**config.mk**
```make
export PLATFORM = sky130hd
export DESIGN_NAME = frb_read_if
export DESIGN_NICKNAME = d
export VERILOG_FILES = /design/src/rtl/frb_pkg.sv /design/src/rtl/frb_fifo.sv /design/src/rtl/frb_part_modes.sv /design/src/rtl/frb_read_if.sv
export VERILOG_INCLUDE_DIRS = /design/src /design/src/rtl
export SDC_FILE = /design/constraint.sdc
export NUM_CORES = 1
export LEC_CHECK = 0
export BUFFER_PORTS_ARGS = -buffer_cell sky130_fd_sc_hd__buf_4
export CAP_MARGIN = 20
export CORE_MARGIN = 5
export CORE_UTILIZATION = 40
export DETAILED_ROUTE_END_ITERATION = 7
export MAX_ROUTING_LAYER = met4
export PLACE_DENSITY = 0.56
export SLEW_MARGIN = 30
export SYNTH_ARGS = -nofsm -noshare
export SYNTH_HDL_FRONTEND = slang
export SYNTH_SLANG_ARGS = --single-unit
```
**constraint.sdc**
```tcl
create_clock -name CLOCK -period 5.14 [get_ports CLOCK]
set_input_delay 0.514 -clock CLOCK [delete_from_list [all_inputs] [get_ports CLOCK]]
set_output_delay 0.514 -clock CLOCK [all_outputs]
set_load 0.005 [all_outputs]
```
**src/rtl/frb_defines.svh**
```systemverilog
// Function
// - wait meaningful only in synchronous array reads
// - page reads and 4/8/16/continuous bursts
// - array mode returns stored addressed data
// - identifier mode returns codes, no array data
// - query mode returns interface table only
// - status mode returns partition status register
// - bursts advance address on each active clock edge: rising, or falling when clk_fall is set
// - non-array reads are single words, no sequencing
// - wait asserted during non-array single reads
// - modes set by command only, not supply
// - reset gives array mode, asynchronous reads
// - reads enabled only with chip select
// - upper address bits select the partition
// - address valid makes address latches transparent
// - output enable drives selected data out
// - asynchronous capture whenever the address changes while address valid is asserted
// - synchronous capture on first valid edge
// - deselect floats outputs, ignores output enable
// - reset floats outputs, aborts internal work
// - halted clock suspends burst, resumes later
`ifndef FRB_DEFINES_SVH
`define FRB_DEFINES_SVH
`define FRB_WORD_W       16
`define FRB_PART_OFF_W   18
`define FRB_ADDR_MAX_W   32
`define FRB_PART_MAX_W   8
`define FRB_FIFO_DEPTH   32
`define FRB_PIN_CLK      4
`define FRB_PIN_CE       3
`define FRB_PIN_OE       2
`define FRB_PIN_WE       1
`define FRB_PIN_ADV      0
`define FRB_PIN_W        5
`define FRB_CLK_PERIOD_PS 4000
`define FRB_RST_PW_NS    100
`define FRB_RST_PW_CYC   ((`FRB_RST_PW_NS * 1000 + `FRB_CLK_PERIOD_PS - 1) / `FRB_CLK_PERIOD_PS)
`endif

```
**src/rtl/frb_pkg.sv**
```systemverilog
`include "frb_defines.svh"
package frb_pkg;
  typedef enum logic [1:0] {
    FRB_M_ARRAY  = 2'h0,
    FRB_M_IDENT  = 2'h1,
    FRB_M_QUERY  = 2'h2,
    FRB_M_STATUS = 2'h3
  } frb_mode_t;
  typedef enum logic [1:0] {
    FRB_BL_4    = 2'h0,
    FRB_BL_8    = 2'h1,
    FRB_BL_16   = 2'h2,
    FRB_BL_CONT = 2'h3
  } frb_blen_t;
  typedef struct packed {
    logic      sync;
    frb_blen_t blen;
    logic      clk_fall;
    logic      wait_hi;
  } frb_cfg_t;
  typedef struct packed {
    logic [`FRB_PART_MAX_W-1:0] part;
    frb_mode_t                  mode;
  } frb_cmd_t;
  typedef struct packed {
    frb_mode_t                  space;
    logic [`FRB_ADDR_MAX_W-1:0] addr;
  } frb_fetch_t;
endpackage : frb_pkg

```
**src/rtl/frb_fifo.sv**
```systemverilog
`timescale 1ns/1ps
`default_nettype none
module frb_fifo #(
  parameter int W     = 16,
  parameter int DEPTH = 32
) (
  input  wire logic         clk,
  input  wire logic         arst_n,
  input  wire logic         clr,
  input  wire logic         in_valid,
  output logic              in_ready,
  input  wire logic [W-1:0] in_data,
  output logic              out_valid,
  input  wire logic         out_ready,
  output logic [W-1:0]      out_data
);
  localparam int AW = $clog2(DEPTH);
  generate
    if (DEPTH < 2 || (1 << AW) != DEPTH) begin : g_bad
      $error("fifo depth must be a power of two");
    end
  endgenerate
  logic [W-1:0] mem [DEPTH];
  logic [AW:0]  wr_r;
  logic [AW:0]  rd_r;
  wire          push = in_valid & in_ready;
  wire          pop  = out_valid & out_ready;
  assign in_ready  = (wr_r[AW] == rd_r[AW]) || (wr_r[AW-1:0] != rd_r[AW-1:0]);
  assign out_valid = (wr_r != rd_r);
  assign out_data  = mem[rd_r[AW-1:0]];
  always_ff @(posedge clk) begin
    if (push) mem[wr_r[AW-1:0]] <= in_data;
  end
  always_ff @(posedge clk or negedge arst_n) begin
    if (!arst_n) begin
      wr_r <= '0;
      rd_r <= '0;
    end else if (clr) begin
      wr_r <= '0;
      rd_r <= '0;
    end else begin
      if (push) wr_r <= wr_r + 1'b1;
      if (pop) rd_r <= rd_r + 1'b1;
    end
  end
endmodule : frb_fifo
`default_nettype wire

```
**src/rtl/frb_part_modes.sv**
```systemverilog
`timescale 1ns/1ps
`default_nettype none
module frb_part_modes
  import frb_pkg::*;
#(
  parameter int NPART = 16
) (
  input  wire logic       clk,
  input  wire logic       arst_n,
  input  wire logic       cmd_valid,
  input  wire frb_cmd_t   cmd,
  output frb_mode_t       modes [NPART]
);
  generate
    if (NPART < 1 || NPART > (1 << `FRB_PART_MAX_W)) begin : g_bad
      $error("partition count out of range");
    end
    for (genvar p = 0; p < NPART; p++) begin : g_part
      wire hit = cmd_valid && (cmd.part == `FRB_PART_MAX_W'(p));
      always_ff @(posedge clk or negedge arst_n) begin
        if (!arst_n) modes[p] <= FRB_M_ARRAY;
        else if (hit) modes[p] <= cmd.mode;
      end
    end
  endgenerate
endmodule : frb_part_modes
`default_nettype wire

```
**src/rtl/frb_read_if.sv**
```systemverilog
`timescale 1ns/1ps
`default_nettype none
module frb_read_if
  import frb_pkg::*;
#(
  parameter int AW = 22
) (
  input  wire logic                  CLOCK,
  input  wire logic                  ARST_N,
  input  wire logic                  BURST_CLK,
  input  wire logic                  CE_N,
  input  wire logic                  OE_N,
  input  wire logic                  WE_N,
  input  wire logic                  ADDRESS_VALID_N,
  input  wire logic [AW-1:0]         A,
  output logic [`FRB_WORD_W-1:0]     DQ_O,
  output logic                       DQ_OE,
  output logic                       WAIT_O,
  output logic                       WAIT_OE,
  input  wire logic                  MODE_CMD_VALID,
  input  wire frb_cmd_t              MODE_CMD,
  input  wire logic                  CFG_LOAD,
  input  wire frb_cfg_t              CFG,
  output logic                       FETCH_VALID,
  output frb_fetch_t                 FETCH,
  input  wire logic                  FETCH_RSP_VALID,
  input  wire logic [`FRB_WORD_W-1:0] FETCH_RSP_DATA
);
  localparam int PW    = AW - `FRB_PART_OFF_W;
  localparam int NPART = 1 << PW;
  generate
    if (AW <= `FRB_PART_OFF_W || AW > `FRB_ADDR_MAX_W || PW > `FRB_PART_MAX_W) begin : g_bad
      $error("address width cannot be served");
    end
  endgenerate

  // pin synchronisers
  logic [`FRB_PIN_W-1:0] pin_s1_r;
  logic [`FRB_PIN_W-1:0] pin_s2_r;
  logic [`FRB_PIN_W-1:0] pin_prev_r;
  logic [AW-1:0]         a_s1_r;
  logic [AW-1:0]         a_s2_r;
  wire  [`FRB_PIN_W-1:0] pin_raw = {BURST_CLK, CE_N, OE_N, WE_N, ADDRESS_VALID_N};

  always_ff @(posedge CLOCK or negedge ARST_N) begin
    if (!ARST_N) begin
      pin_s1_r   <= 5'h1E;
      pin_s2_r   <= 5'h1E;
      pin_prev_r <= 5'h1E;
      a_s1_r     <= '0;
      a_s2_r     <= '0;
    end else begin
      pin_s1_r   <= pin_raw;
      pin_s2_r   <= pin_s1_r;
      pin_prev_r <= pin_s2_r;
      a_s1_r     <= A;
      a_s2_r     <= a_s1_r;
    end
  end

  // decoded pin levels and edges
  wire ce        = !pin_s2_r[`FRB_PIN_CE];
  wire oe        = !pin_s2_r[`FRB_PIN_OE];
  wire we        = !pin_s2_r[`FRB_PIN_WE];
  wire adv       = !pin_s2_r[`FRB_PIN_ADV];
  wire adv_prev  = !pin_prev_r[`FRB_PIN_ADV];
  wire bclk      = pin_s2_r[`FRB_PIN_CLK];
  wire bclk_prev = pin_prev_r[`FRB_PIN_CLK];
  wire adv_rise  = adv_prev & !adv;
  wire adv_fall  = !adv_prev & adv;

  // read configuration
  frb_cfg_t cfg_r;
  always_ff @(posedge CLOCK or negedge ARST_N) begin
    if (!ARST_N) cfg_r <= '{sync: 1'b0, blen: FRB_BL_4, clk_fall: 1'b0, wait_hi: 1'b1};
    else if (CFG_LOAD) cfg_r <= CFG;
  end

  wire clk_edge = cfg_r.clk_fall ? (bclk_prev & !bclk) : (!bclk_prev & bclk);
  wire active   = ce & !we;

  // partition modes
  frb_mode_t modes [NPART];
  frb_part_modes #(
    .NPART (NPART)
  ) u_modes (
    .clk       (CLOCK),
    .arst_n    (ARST_N),
    .cmd_valid (MODE_CMD_VALID),
    .cmd       (MODE_CMD),
    .modes     (modes)
  );

  // address latch
  logic [AW-1:0] lat_addr_r;
  logic [AW-1:0] cur_addr_r;
  logic          cur_vld_r;
  logic          captured_r;
  always_ff @(posedge CLOCK or negedge ARST_N) begin
    if (!ARST_N) lat_addr_r <= '0;
    else if (adv) lat_addr_r <= a_s2_r;
  end

  wire [AW-1:0] eff_addr = adv ? a_s2_r : lat_addr_r;
  wire async_start = active & !cfg_r.sync & (!cur_vld_r || eff_addr != cur_addr_r);
  wire sync_start  = active & cfg_r.sync & !captured_r & (adv_rise | (clk_edge & adv));
  wire start       = async_start | sync_start;
  wire [PW-1:0] start_part = eff_addr[AW-1:`FRB_PART_OFF_W];
  frb_mode_t start_mode;
  assign start_mode = modes[start_part];

  // current access
  frb_mode_t     space_r;
  logic          burst_r;
  logic          cont_r;
  logic [4:0]    left_r;
  logic [AW-1:0] idx_r;
  logic [AW-1:0] mask_r;
  logic          pend_r;
  logic          drop_r;

  wire flush = start | !ce;
  wire [4:0] blen_words = (cfg_r.blen == FRB_BL_4) ? 5'h04 :
                          (cfg_r.blen == FRB_BL_8) ? 5'h08 : 5'h10;
  wire [AW-1:0] blen_mask = (cfg_r.blen == FRB_BL_4) ? AW'(4'h3) :
                            (cfg_r.blen == FRB_BL_8) ? AW'(4'h7) :
                            (cfg_r.blen == FRB_BL_16) ? AW'(4'hF) : '0;
  wire start_array = (start_mode == FRB_M_ARRAY);
  wire start_burst = sync_start & start_array;

  always_ff @(posedge CLOCK or negedge ARST_N) begin
    if (!ARST_N) begin
      cur_addr_r <= '0;
      cur_vld_r  <= 1'b0;
      captured_r <= 1'b0;
      space_r    <= FRB_M_ARRAY;
      burst_r    <= 1'b0;
      cont_r     <= 1'b0;
    end else if (!ce) begin
      cur_vld_r  <= 1'b0;
      captured_r <= 1'b0;
      burst_r    <= 1'b0;
      cont_r     <= 1'b0;
    end else if (start) begin
      cur_addr_r <= eff_addr;
      cur_vld_r  <= 1'b1;
      captured_r <= sync_start;
      space_r    <= start_mode;
      burst_r    <= start_burst;
      cont_r     <= start_burst && cfg_r.blen == FRB_BL_CONT;
    end else if (adv_fall) begin
      captured_r <= 1'b0;
    end
  end

  // fetch engine
  wire fifo_in_ready;
  wire can_issue = ce & cur_vld_r & !start & !pend_r & fifo_in_ready & (cont_r | left_r != 5'h00);
  wire [AW-1:0] seq_addr = (cur_addr_r & ~mask_r) | ((cur_addr_r + idx_r) & mask_r);
  wire [AW-1:0] lin_addr = cur_addr_r + idx_r;
  wire [AW-1:0] nxt_fetch_addr = cont_r ? lin_addr : seq_addr;
  wire rsp_take = FETCH_RSP_VALID & pend_r;

  always_ff @(posedge CLOCK or negedge ARST_N) begin
    if (!ARST_N) begin
      left_r <= 5'h00;
      idx_r  <= '0;
      mask_r <= '0;
    end else if (start) begin
      left_r <= start_burst ? blen_words : 5'h01;
      idx_r  <= '0;
      mask_r <= blen_mask;
    end else if (!ce) begin
      left_r <= 5'h00;
    end else if (can_issue) begin
      left_r <= cont_r ? left_r : left_r - 5'h01;
      idx_r  <= idx_r + 1'b1;
    end
  end

  always_ff @(posedge CLOCK or negedge ARST_N) begin
    if (!ARST_N) begin
      pend_r <= 1'b0;
      drop_r <= 1'b0;
    end else begin
      if (can_issue) pend_r <= 1'b1;
      else if (rsp_take) pend_r <= 1'b0;
      if (flush && pend_r && !rsp_take) drop_r <= 1'b1;
      else if (rsp_take) drop_r <= 1'b0;
    end
  end

  always_ff @(posedge CLOCK or negedge ARST_N) begin
    if (!ARST_N) begin
      FETCH_VALID <= 1'b0;
      FETCH       <= '0;
    end else begin
      FETCH_VALID <= can_issue;
      if (can_issue) begin
        FETCH.space <= space_r;
        FETCH.addr  <= `FRB_ADDR_MAX_W'(nxt_fetch_addr);
      end
    end
  end

  // data buffer between fetch and pins
  wire                    fifo_out_valid;
  wire [`FRB_WORD_W-1:0]  fifo_out_data;
  wire                    burst_pop = burst_r & captured_r & clk_edge & !adv;
  wire                    single_pop = !burst_r & cur_vld_r;
  wire                    pop = fifo_out_valid & (burst_pop | single_pop);
  logic                   data_ok_r;

  frb_fifo #(
    .W     (`FRB_WORD_W),
    .DEPTH (`FRB_FIFO_DEPTH)
  ) u_fifo (
    .clk       (CLOCK),
    .arst_n    (ARST_N),
    .clr       (flush),
    .in_valid  (rsp_take & !drop_r & !flush),
    .in_ready  (fifo_in_ready),
    .in_data   (FETCH_RSP_DATA),
    .out_valid (fifo_out_valid),
    .out_ready (pop),
    .out_data  (fifo_out_data)
  );

  logic [`FRB_WORD_W-1:0] dq_r;
  always_ff @(posedge CLOCK or negedge ARST_N) begin
    if (!ARST_N) begin
      dq_r      <= '0;
      data_ok_r <= 1'b0;
    end else if (flush) begin
      data_ok_r <= 1'b0;
    end else if (pop) begin
      dq_r      <= fifo_out_data;
      data_ok_r <= 1'b1;
    end else if (burst_pop) begin
      data_ok_r <= 1'b0;
    end
  end

  // pin drivers
  wire wait_busy = !(burst_r & cur_vld_r) | !data_ok_r;
  always_ff @(posedge CLOCK or negedge ARST_N) begin
    if (!ARST_N) begin
      DQ_O    <= '0;
      DQ_OE   <= 1'b0;
      WAIT_O  <= 1'b0;
      WAIT_OE <= 1'b0;
    end else begin
      DQ_O    <= dq_r;
      DQ_OE   <= active & oe;
      WAIT_O  <= cfg_r.wait_hi ? wait_busy : !wait_busy;
      WAIT_OE <= ce;
    end
  end
endmodule : frb_read_if
`default_nettype wire

```
==> flow_summary.yaml, run 1 <==
status:
  status: "finished, final reports clean"
detailed_routing:
  antenna_left: 0
  firstDrtPassIters: 5
  finalWirelength_um: 74600
  drtIter0Drc: 1429
  vias: 16200
  drcViolationCount: 0
  vias_per_cell: 5.46
  wl_per_cell_um: 25.1
floorplanning:
  fp.dieH_um: 286
  fp.dieW_um: 286
  die-area_sq_mm: 0.0819
  initial_core_util: 0.402
  core_sq_mm: 0.0758
  placementRows: 101
  ioPinCount: 117
timing:
  clock_skew_ns: 0.0212
  final_max_slew_viol_count: 0
  hold_violations: 0
  worst_pin_slew_ns: 0.958
  min_period_ns: 4.30
  rsz0062_at_grt: "false"
  max_freq_mhz: 233
  period_share: 0.836
  finalSetupViolations: 0
  setup-tns-final_ns: 0
  max-slew-margin-rel: 0.362
final_layout:
  fillCellCount: 6396
  layout_commonest_cell: "edfxtp_1"
  final_layout_size_suffix_gt1_frac: 0.280
  syn_to_final_growth_pct: 16.7
  final_cell_mix: "edfxtp_1 (512), dfrtp_1 (233), buf_4 (165)"
  diodes: 0
  utilization: 0.470
  nNetsFinal: 2025
logic_synthesis:
  netlist_top_cells_area: "edfxtp_1 (50%), dfrtp_1 (20%), mux4_2 (12%)"
  synth-main-ff-cell: "edfxtp_1"
  yosys.area.top_type: "edfxtp_1"
  syn_inst: 1728
  async_flop_share: 0.326
  yosysTopAreaCellShare: 0.504
  syn_area_per_cell_sq_um: 17.7
  ys_warn_count: 0
  yosysSeqAreaShare: 0.708
  synth_edf_count: 512
  netlist_area_sq_mm: 0.0305
  synth-seq-cells: 760
  synth.distinct_cells: 66
grt:
  grt_pass1_wl_um: 111000
  grt_pass1_vias: 16400
  grt_max_degree: 98
  grt-ovfl-total: 0
  grt_antenna_before_repair: 3
  grt_use_total: 0.187
critical_path:
  startpoint_type: "register"
  cp_cell_sequence: "mux2_2 -> xnor2_1 -> nand4_1 -> or4_4 -> o211ai_4 -> and2_1 -> nand3_2 -> nor2_1 -> buf_4"
  worst_path_max_delay_cell: "dfrtp_2"
  rr_startpoint: "pin_s2_r[0]"
  worst-endpoint-arrival_ns: 4.61
  critical_path_class: "register to register"
  cp-end-kind: "register"
  cp_top_family: "simple AND/OR/NAND/NOR gates"
  path_buf_inv: 1
  slowest_delay_ns: 0.71
  critPathLaunch: "pin_s2_r[0]"
  critPathRequiredTime_ns: 5.45
  crit_fanout: 21
clock_network:
  holdBufCountCts: 28
  cts_made_buffers: 80
  cts_sinks: 760
  cts-resized-gates: 0
  insertion_delay_ns: 0.62
  cts.htree.levels: 3
  cts_buffer_depth: 3
  clk_pin_slew_ns: 0.06
  cts_tree: "built"
  cts_setup_buffers: 0
  clockRootBuffer: "clkbuf_16"
job:
  max_cap_viol_count: 0
worst_hold_path:
  hold_start: "FETCH_RSP_VALID"
  hold_class: "primary input to register"
placement:
  place_congestion: 0.846
  dpl.hpwl_um: 48400
  io_buffers: 106
pwr:
  vdd_drop_max_v: 0.000276
  totalPowerFinal_mw: 13.8
  power.leakage_nw: 12.8
  power_density_mw_per_mm2: 389
## cell type report
| cell class | count | area [sq um] | share of cell area |
|---|---|---|---|
| sequential | 760 | 21600 | 0.607 |
| multi-input combinational | 862 | 8470 | 0.238 |
| clock buffer | 101 | 2180 | 0.0613 |
| timing repair buffer | 196 | 1580 | 0.0444 |
| tap | 978 | 1220 | 0.0344 |
| clock inverter | 48 | 439 | 0.0123 |
| inverter | 28 | 105 | 0.00295 |
## flip-flops by register name (all words and copies together), names as in the netlist, 16 cells and up
| register | flops |
|---|---|
| a_s1_r | 22 |
| FETCH | 24 |
| idx_r | 22 |
| cur_addr_r | 22 |
| u_fifo.mem | 512 |
| DQ_O | 16 |
| a_s2_r | 22 |
| u_modes.modes | 32 |
| dq_r | 16 |
| lat_addr_r | 22 |
## logic make-up (layout without fill, tap and decap cells)
kind of cell / Yosys count / count (layout) / synth area share
AOI/OAI and AO/OA: 145 / 145 / 0.0298
xor gates and xnor gates: 68 / 68 / 0.0195
other: 1 / 10 / 0.000123
DFF: 760 / 760 / 0.708
adders and majority gates: 34 / 34 / 0.0142
buffers and inverters: 115 / 373 / 0.0161
muxes: 283 / 283 / 0.162
and+or+nand+nor: 322 / 322 / 0.0502
## metal layers
| layer | share of wire | GRT usage |
|---|---|---|
| met1 | 0.44 | 0.258 |
| met2 | 0.47 | 0.287 |
| met3 | 0.058 | 0.0343 |
| met4 | 0.029 | 0.0543 |
| met5 | 0 | - |
## Yosys cell counts, drive strengths merged (4+ instances only)
cell / count
a211oi: 5
a21o: 6
a21oi: 30
a221oi: 4
a31oi: 7
and2: 6
and3: 10
buf: 35
clkbuf: 52
dfrtp: 238
dfstp: 10
edfxtp: 512
ha: 33
inv: 28
mux2: 76
mux2i: 46
mux4: 161
nand2: 89
nand2b: 5
nand3: 28
nand3b: 5
nand4: 25
nor2: 105
nor2b: 7
nor3: 19
o211ai: 5
o21a: 8
o21ai: 54
or3: 8
xnor2: 34
xor2: 34
## final timing paths
path                                     end  slack [ns]  cells after the start
hold reg to reg                    a_s2_r[4]        0.35                      0
max in group asynchronous  u_modes.modes[22]        3.42                      3
setup / recovery           u_fifo.mem[23][3]        0.84                      9
setup reg to reg           u_fifo.mem[23][3]        0.84                      9
hold / removal                        drop_r        0.10                      2
min in group asynchronous         a_s2_r[12]        0.50                      2
## per-stage QoR
step | instances | hold WS (ns) | area [sq um] | setup WS, ns
final | 2973 | 0.102 | 35600 | 0.843
after global routing | 2973 | 0.0785 | 35600 | 0.735
after CTS | 2972 | 0.0615 | 35600 | 0.502
after detailed placement | 2795 | 0.336 | 32700 | 0.508
after global placement | 2795 | 0.334 | 32700 | 0.641
after floorplan | 1737 | 0.218 | 30500 | 1.54
## power by group
part	leakage [nW]	switching [mW]	internal [mW]	total (mW)
clock network	1.29	2.39	3.33	5.72
registers	7.73	0.222	6.81	7.04
logic	3.74	0.579	0.517	1.10
total	12.8	3.19	10.7	13.8
No activity file was read; power rests on OpenSTA's default activity.
==> inputs of run 2 (changes only) <==
--- a/config.mk
+++ b/config.mk
@@ -12,7 +12,7 @@
 export CORE_UTILIZATION = 40
 export DETAILED_ROUTE_END_ITERATION = 7
 export MAX_ROUTING_LAYER = met4
-export PLACE_DENSITY = 0.56
+export PLACE_DENSITY = 0.58
 export SLEW_MARGIN = 30
 export SYNTH_ARGS = -nofsm -noshare
 export SYNTH_HDL_FRONTEND = slang
==> constraint.sdc (replaced) <==
create_clock -name CLOCK -period 3.6 [get_ports CLOCK]
set_input_delay 0.36 -clock CLOCK [delete_from_list [all_inputs] [get_ports CLOCK]]
set_output_delay 0.36 -clock CLOCK [all_outputs]
set_load 0.005 [all_outputs]
==> run 2 against run 1 <==
Effect of this change: global-route usage hardly changed; utilization is 1.0 points higher; non-clock buffer count is 37 higher; wire length hardly changed; power is 45% higher; sequential power is 42% higher; cell count is 1.2% higher; final area is 2.2% higher; setup slack worse by 0.69 ns; critical path type unchanged; critical endpoint is now u_fifo.mem[22][1]; largest cell class unchanged.
==> flow_summary.yaml, run 2 (same netlist as run 1, synthesis figures left out) <==
timing:
  worst_pin_slew_ns: 0.914
  period_share: 0.958
  finalSetupViolations: 0
  timing.final.ws_setup_ns: 0.152
  max-slew-margin-rel: 0.382
  setup-tns-final_ns: 0
  final_max_slew_viol_count: 0
  min_period_ns: 3.45
  hold_ws_ns: 0.0520
  hold_violations: 0
  clock_skew_ns: 0.0449
  max_freq_mhz: 290
pwr:
  power_density_mw_per_mm2: 550
  pwr-share-seq: 0.501
  intPower_mw: 15.4
  power.clock.fraction: 0.414
  pwr-share-comb: 0.085
  p_sw_mw: 4.65
  swShare: 0.233
  vdd_drop_max_v: 0.000385
  power.leakage_nw: 13.0
  totalPowerFinal_mw: 20.0
placement:
  dpl.cell_count: 2827
  dpl.hpwl_um: 48400
  preCtsSetupSlack_ns: 0.102
  dpl_cell_area_sq_mm: 0.0334
  place_congestion: 0.823
  io_buffers: 106
final_layout:
  diodes: 0
  final_layout_size_suffix_gt1_frac: 0.303
  largest_register_ffs: 512
  nNetsFinal: 2064
  fin_area_sq_mm: 0.0364
  instances_no_fill: 3009
  fillCellCount: 6255
  utilization: 0.480
  syn_to_final_growth_pct: 19.3
  layout_commonest_cell: "edfxtp_1"
  final_cell_mix: "edfxtp_1 (512), dfrtp_1 (234), buf_4 (167)"
clock_network:
  cts_made_buffers: 82
  cts_buffer_depth: 3
  clk_pin_slew_ns: 0.06
  cts_tree: "built"
  cts_sinks: 760
  insertion_delay_ns: 0.63
  clockRootBuffer: "clkbuf_16"
  cts.htree.levels: 3
critical_path:
  cp-end-kind: "register"
  critPathRequiredTime_ns: 3.91
  reg2reg_slack_ns: 0.15
  rr_startpoint: "pin_s2_r[0]"
  critPathLaunch: "pin_s2_r[0]"
  cp_cell_sequence: "buf_12 -> mux2_2 -> xnor2_1 -> nand4_1 -> or4_4 -> o211ai_4 -> and2_2 -> nand3_2 -> buf_4 -> nor2_2 -> buf_4"
  reg2reg_to: "u_fifo.mem[22][1]"
  worst_path_max_delay_cell: "or4_4"
  cp_common_cell: "buf_4"
  cp_top_family: "simple AND/OR/NAND/NOR gates"
  critical_path_class: "register to register"
  slowest_delay_ns: 0.57
  path_buf_inv: 3
  r2r_cells: 11
  worst-endpoint-arrival_ns: 3.76
  crit_fanout: 31
  startpoint_type: "register"
detailed_routing:
  vias_per_cell: 5.43
  wl_per_cell_um: 24.8
  vias: 16300
  antenna_left: 0
  drcViolationCount: 0
  finalWirelength_um: 74600
  firstDrtPassIters: 5
  drtIter0Drc: 1413
grt:
  grt-ovfl-total: 0
  grt_antenna_before_repair: 2
  grt_pass1_wl_um: 111000
  grt_use_total: 0.187
  grt_pass1_vias: 16900
  grt_max_degree: 110
floorplanning:
  fp.dieH_um: 286
  fp.dieW_um: 286
  ioPinCount: 117
  die-area_sq_mm: 0.0819
  initial_core_util: 0.402
  placementRows: 101
  core_sq_mm: 0.0758
job:
  max_cap_viol_count: 0
worst_hold_path:
  hold_class: "primary input to register"
  hold_path_depth: 2
  hold_start: "CFG_LOAD"
  min_to: "cfg_r[4]"
status:
  status: "finished, final reports clean"
run 2: what timing repair did:
item,in CTS,in global routing
resized for setup,0,1
endpoints found under the setup margin,0,426
hold endpoints to repair,132,0
buffers inserted,0,0
hold buffers,34,0
run 2: worst max-delay path by stage:
stage                                     to  slack [ns]  cells after the start
after global routing       u_fifo.mem[22][1]       -0.02                     11
final                      u_fifo.mem[22][1]        0.15                     11
after detailed placement  u_fifo.mem[22][13]        0.10                     11
after floorplan            u_fifo.mem[29][0]      -0.005                     10
after CTS                  u_fifo.mem[22][1]        0.06                     11
after global placement     u_fifo.mem[22][9]        0.13                     11
run 2: cell type report:
class	instances	area (sq um)	area share
repair buffers	233	2240	0.0615
well taps	978	1220	0.0336
clock inverters	37	425	0.0117
multi-input cells	862	8550	0.235
flip-flops and latches	760	21600	0.594
inverters	28	105	0.00289
clock buffers	111	2240	0.0616
run 2: routing by layer:
metal  track usage  wire, um  vias to the layer above  part of all wire
met4        0.0486      1880                        0             0.025
met3        0.0261      3860                      117             0.052
li1              -         -                     7168                 -
met5             -         0                        -                 0
met1         0.256     32500                     8566              0.44
met2         0.299     36300                      476              0.49
run 2: worst register-to-register path, delay by kind of cell (launching register included):
kind,cells,cell delay (ns)
xor+xnor,1,0.19
compound gates,1,0.19
buf+inv,3,0.66
flops,1,0.37
simple gates,5,1.32
mux,1,0.43
run 2: power by group through the flow:
stage / clock network (mW) / logic [mW] / registers (mW)
global route: 8.83 / 1.88 / 10.1
detailed placement: 0 / 1.69 / 10.2
CTS: 8.48 / 1.72 / 10.0
finish: 8.28 / 1.70 / 10.0
floorplan: 0 / 0.843 / 10.1
global placement: 0 / 1.66 / 10.2
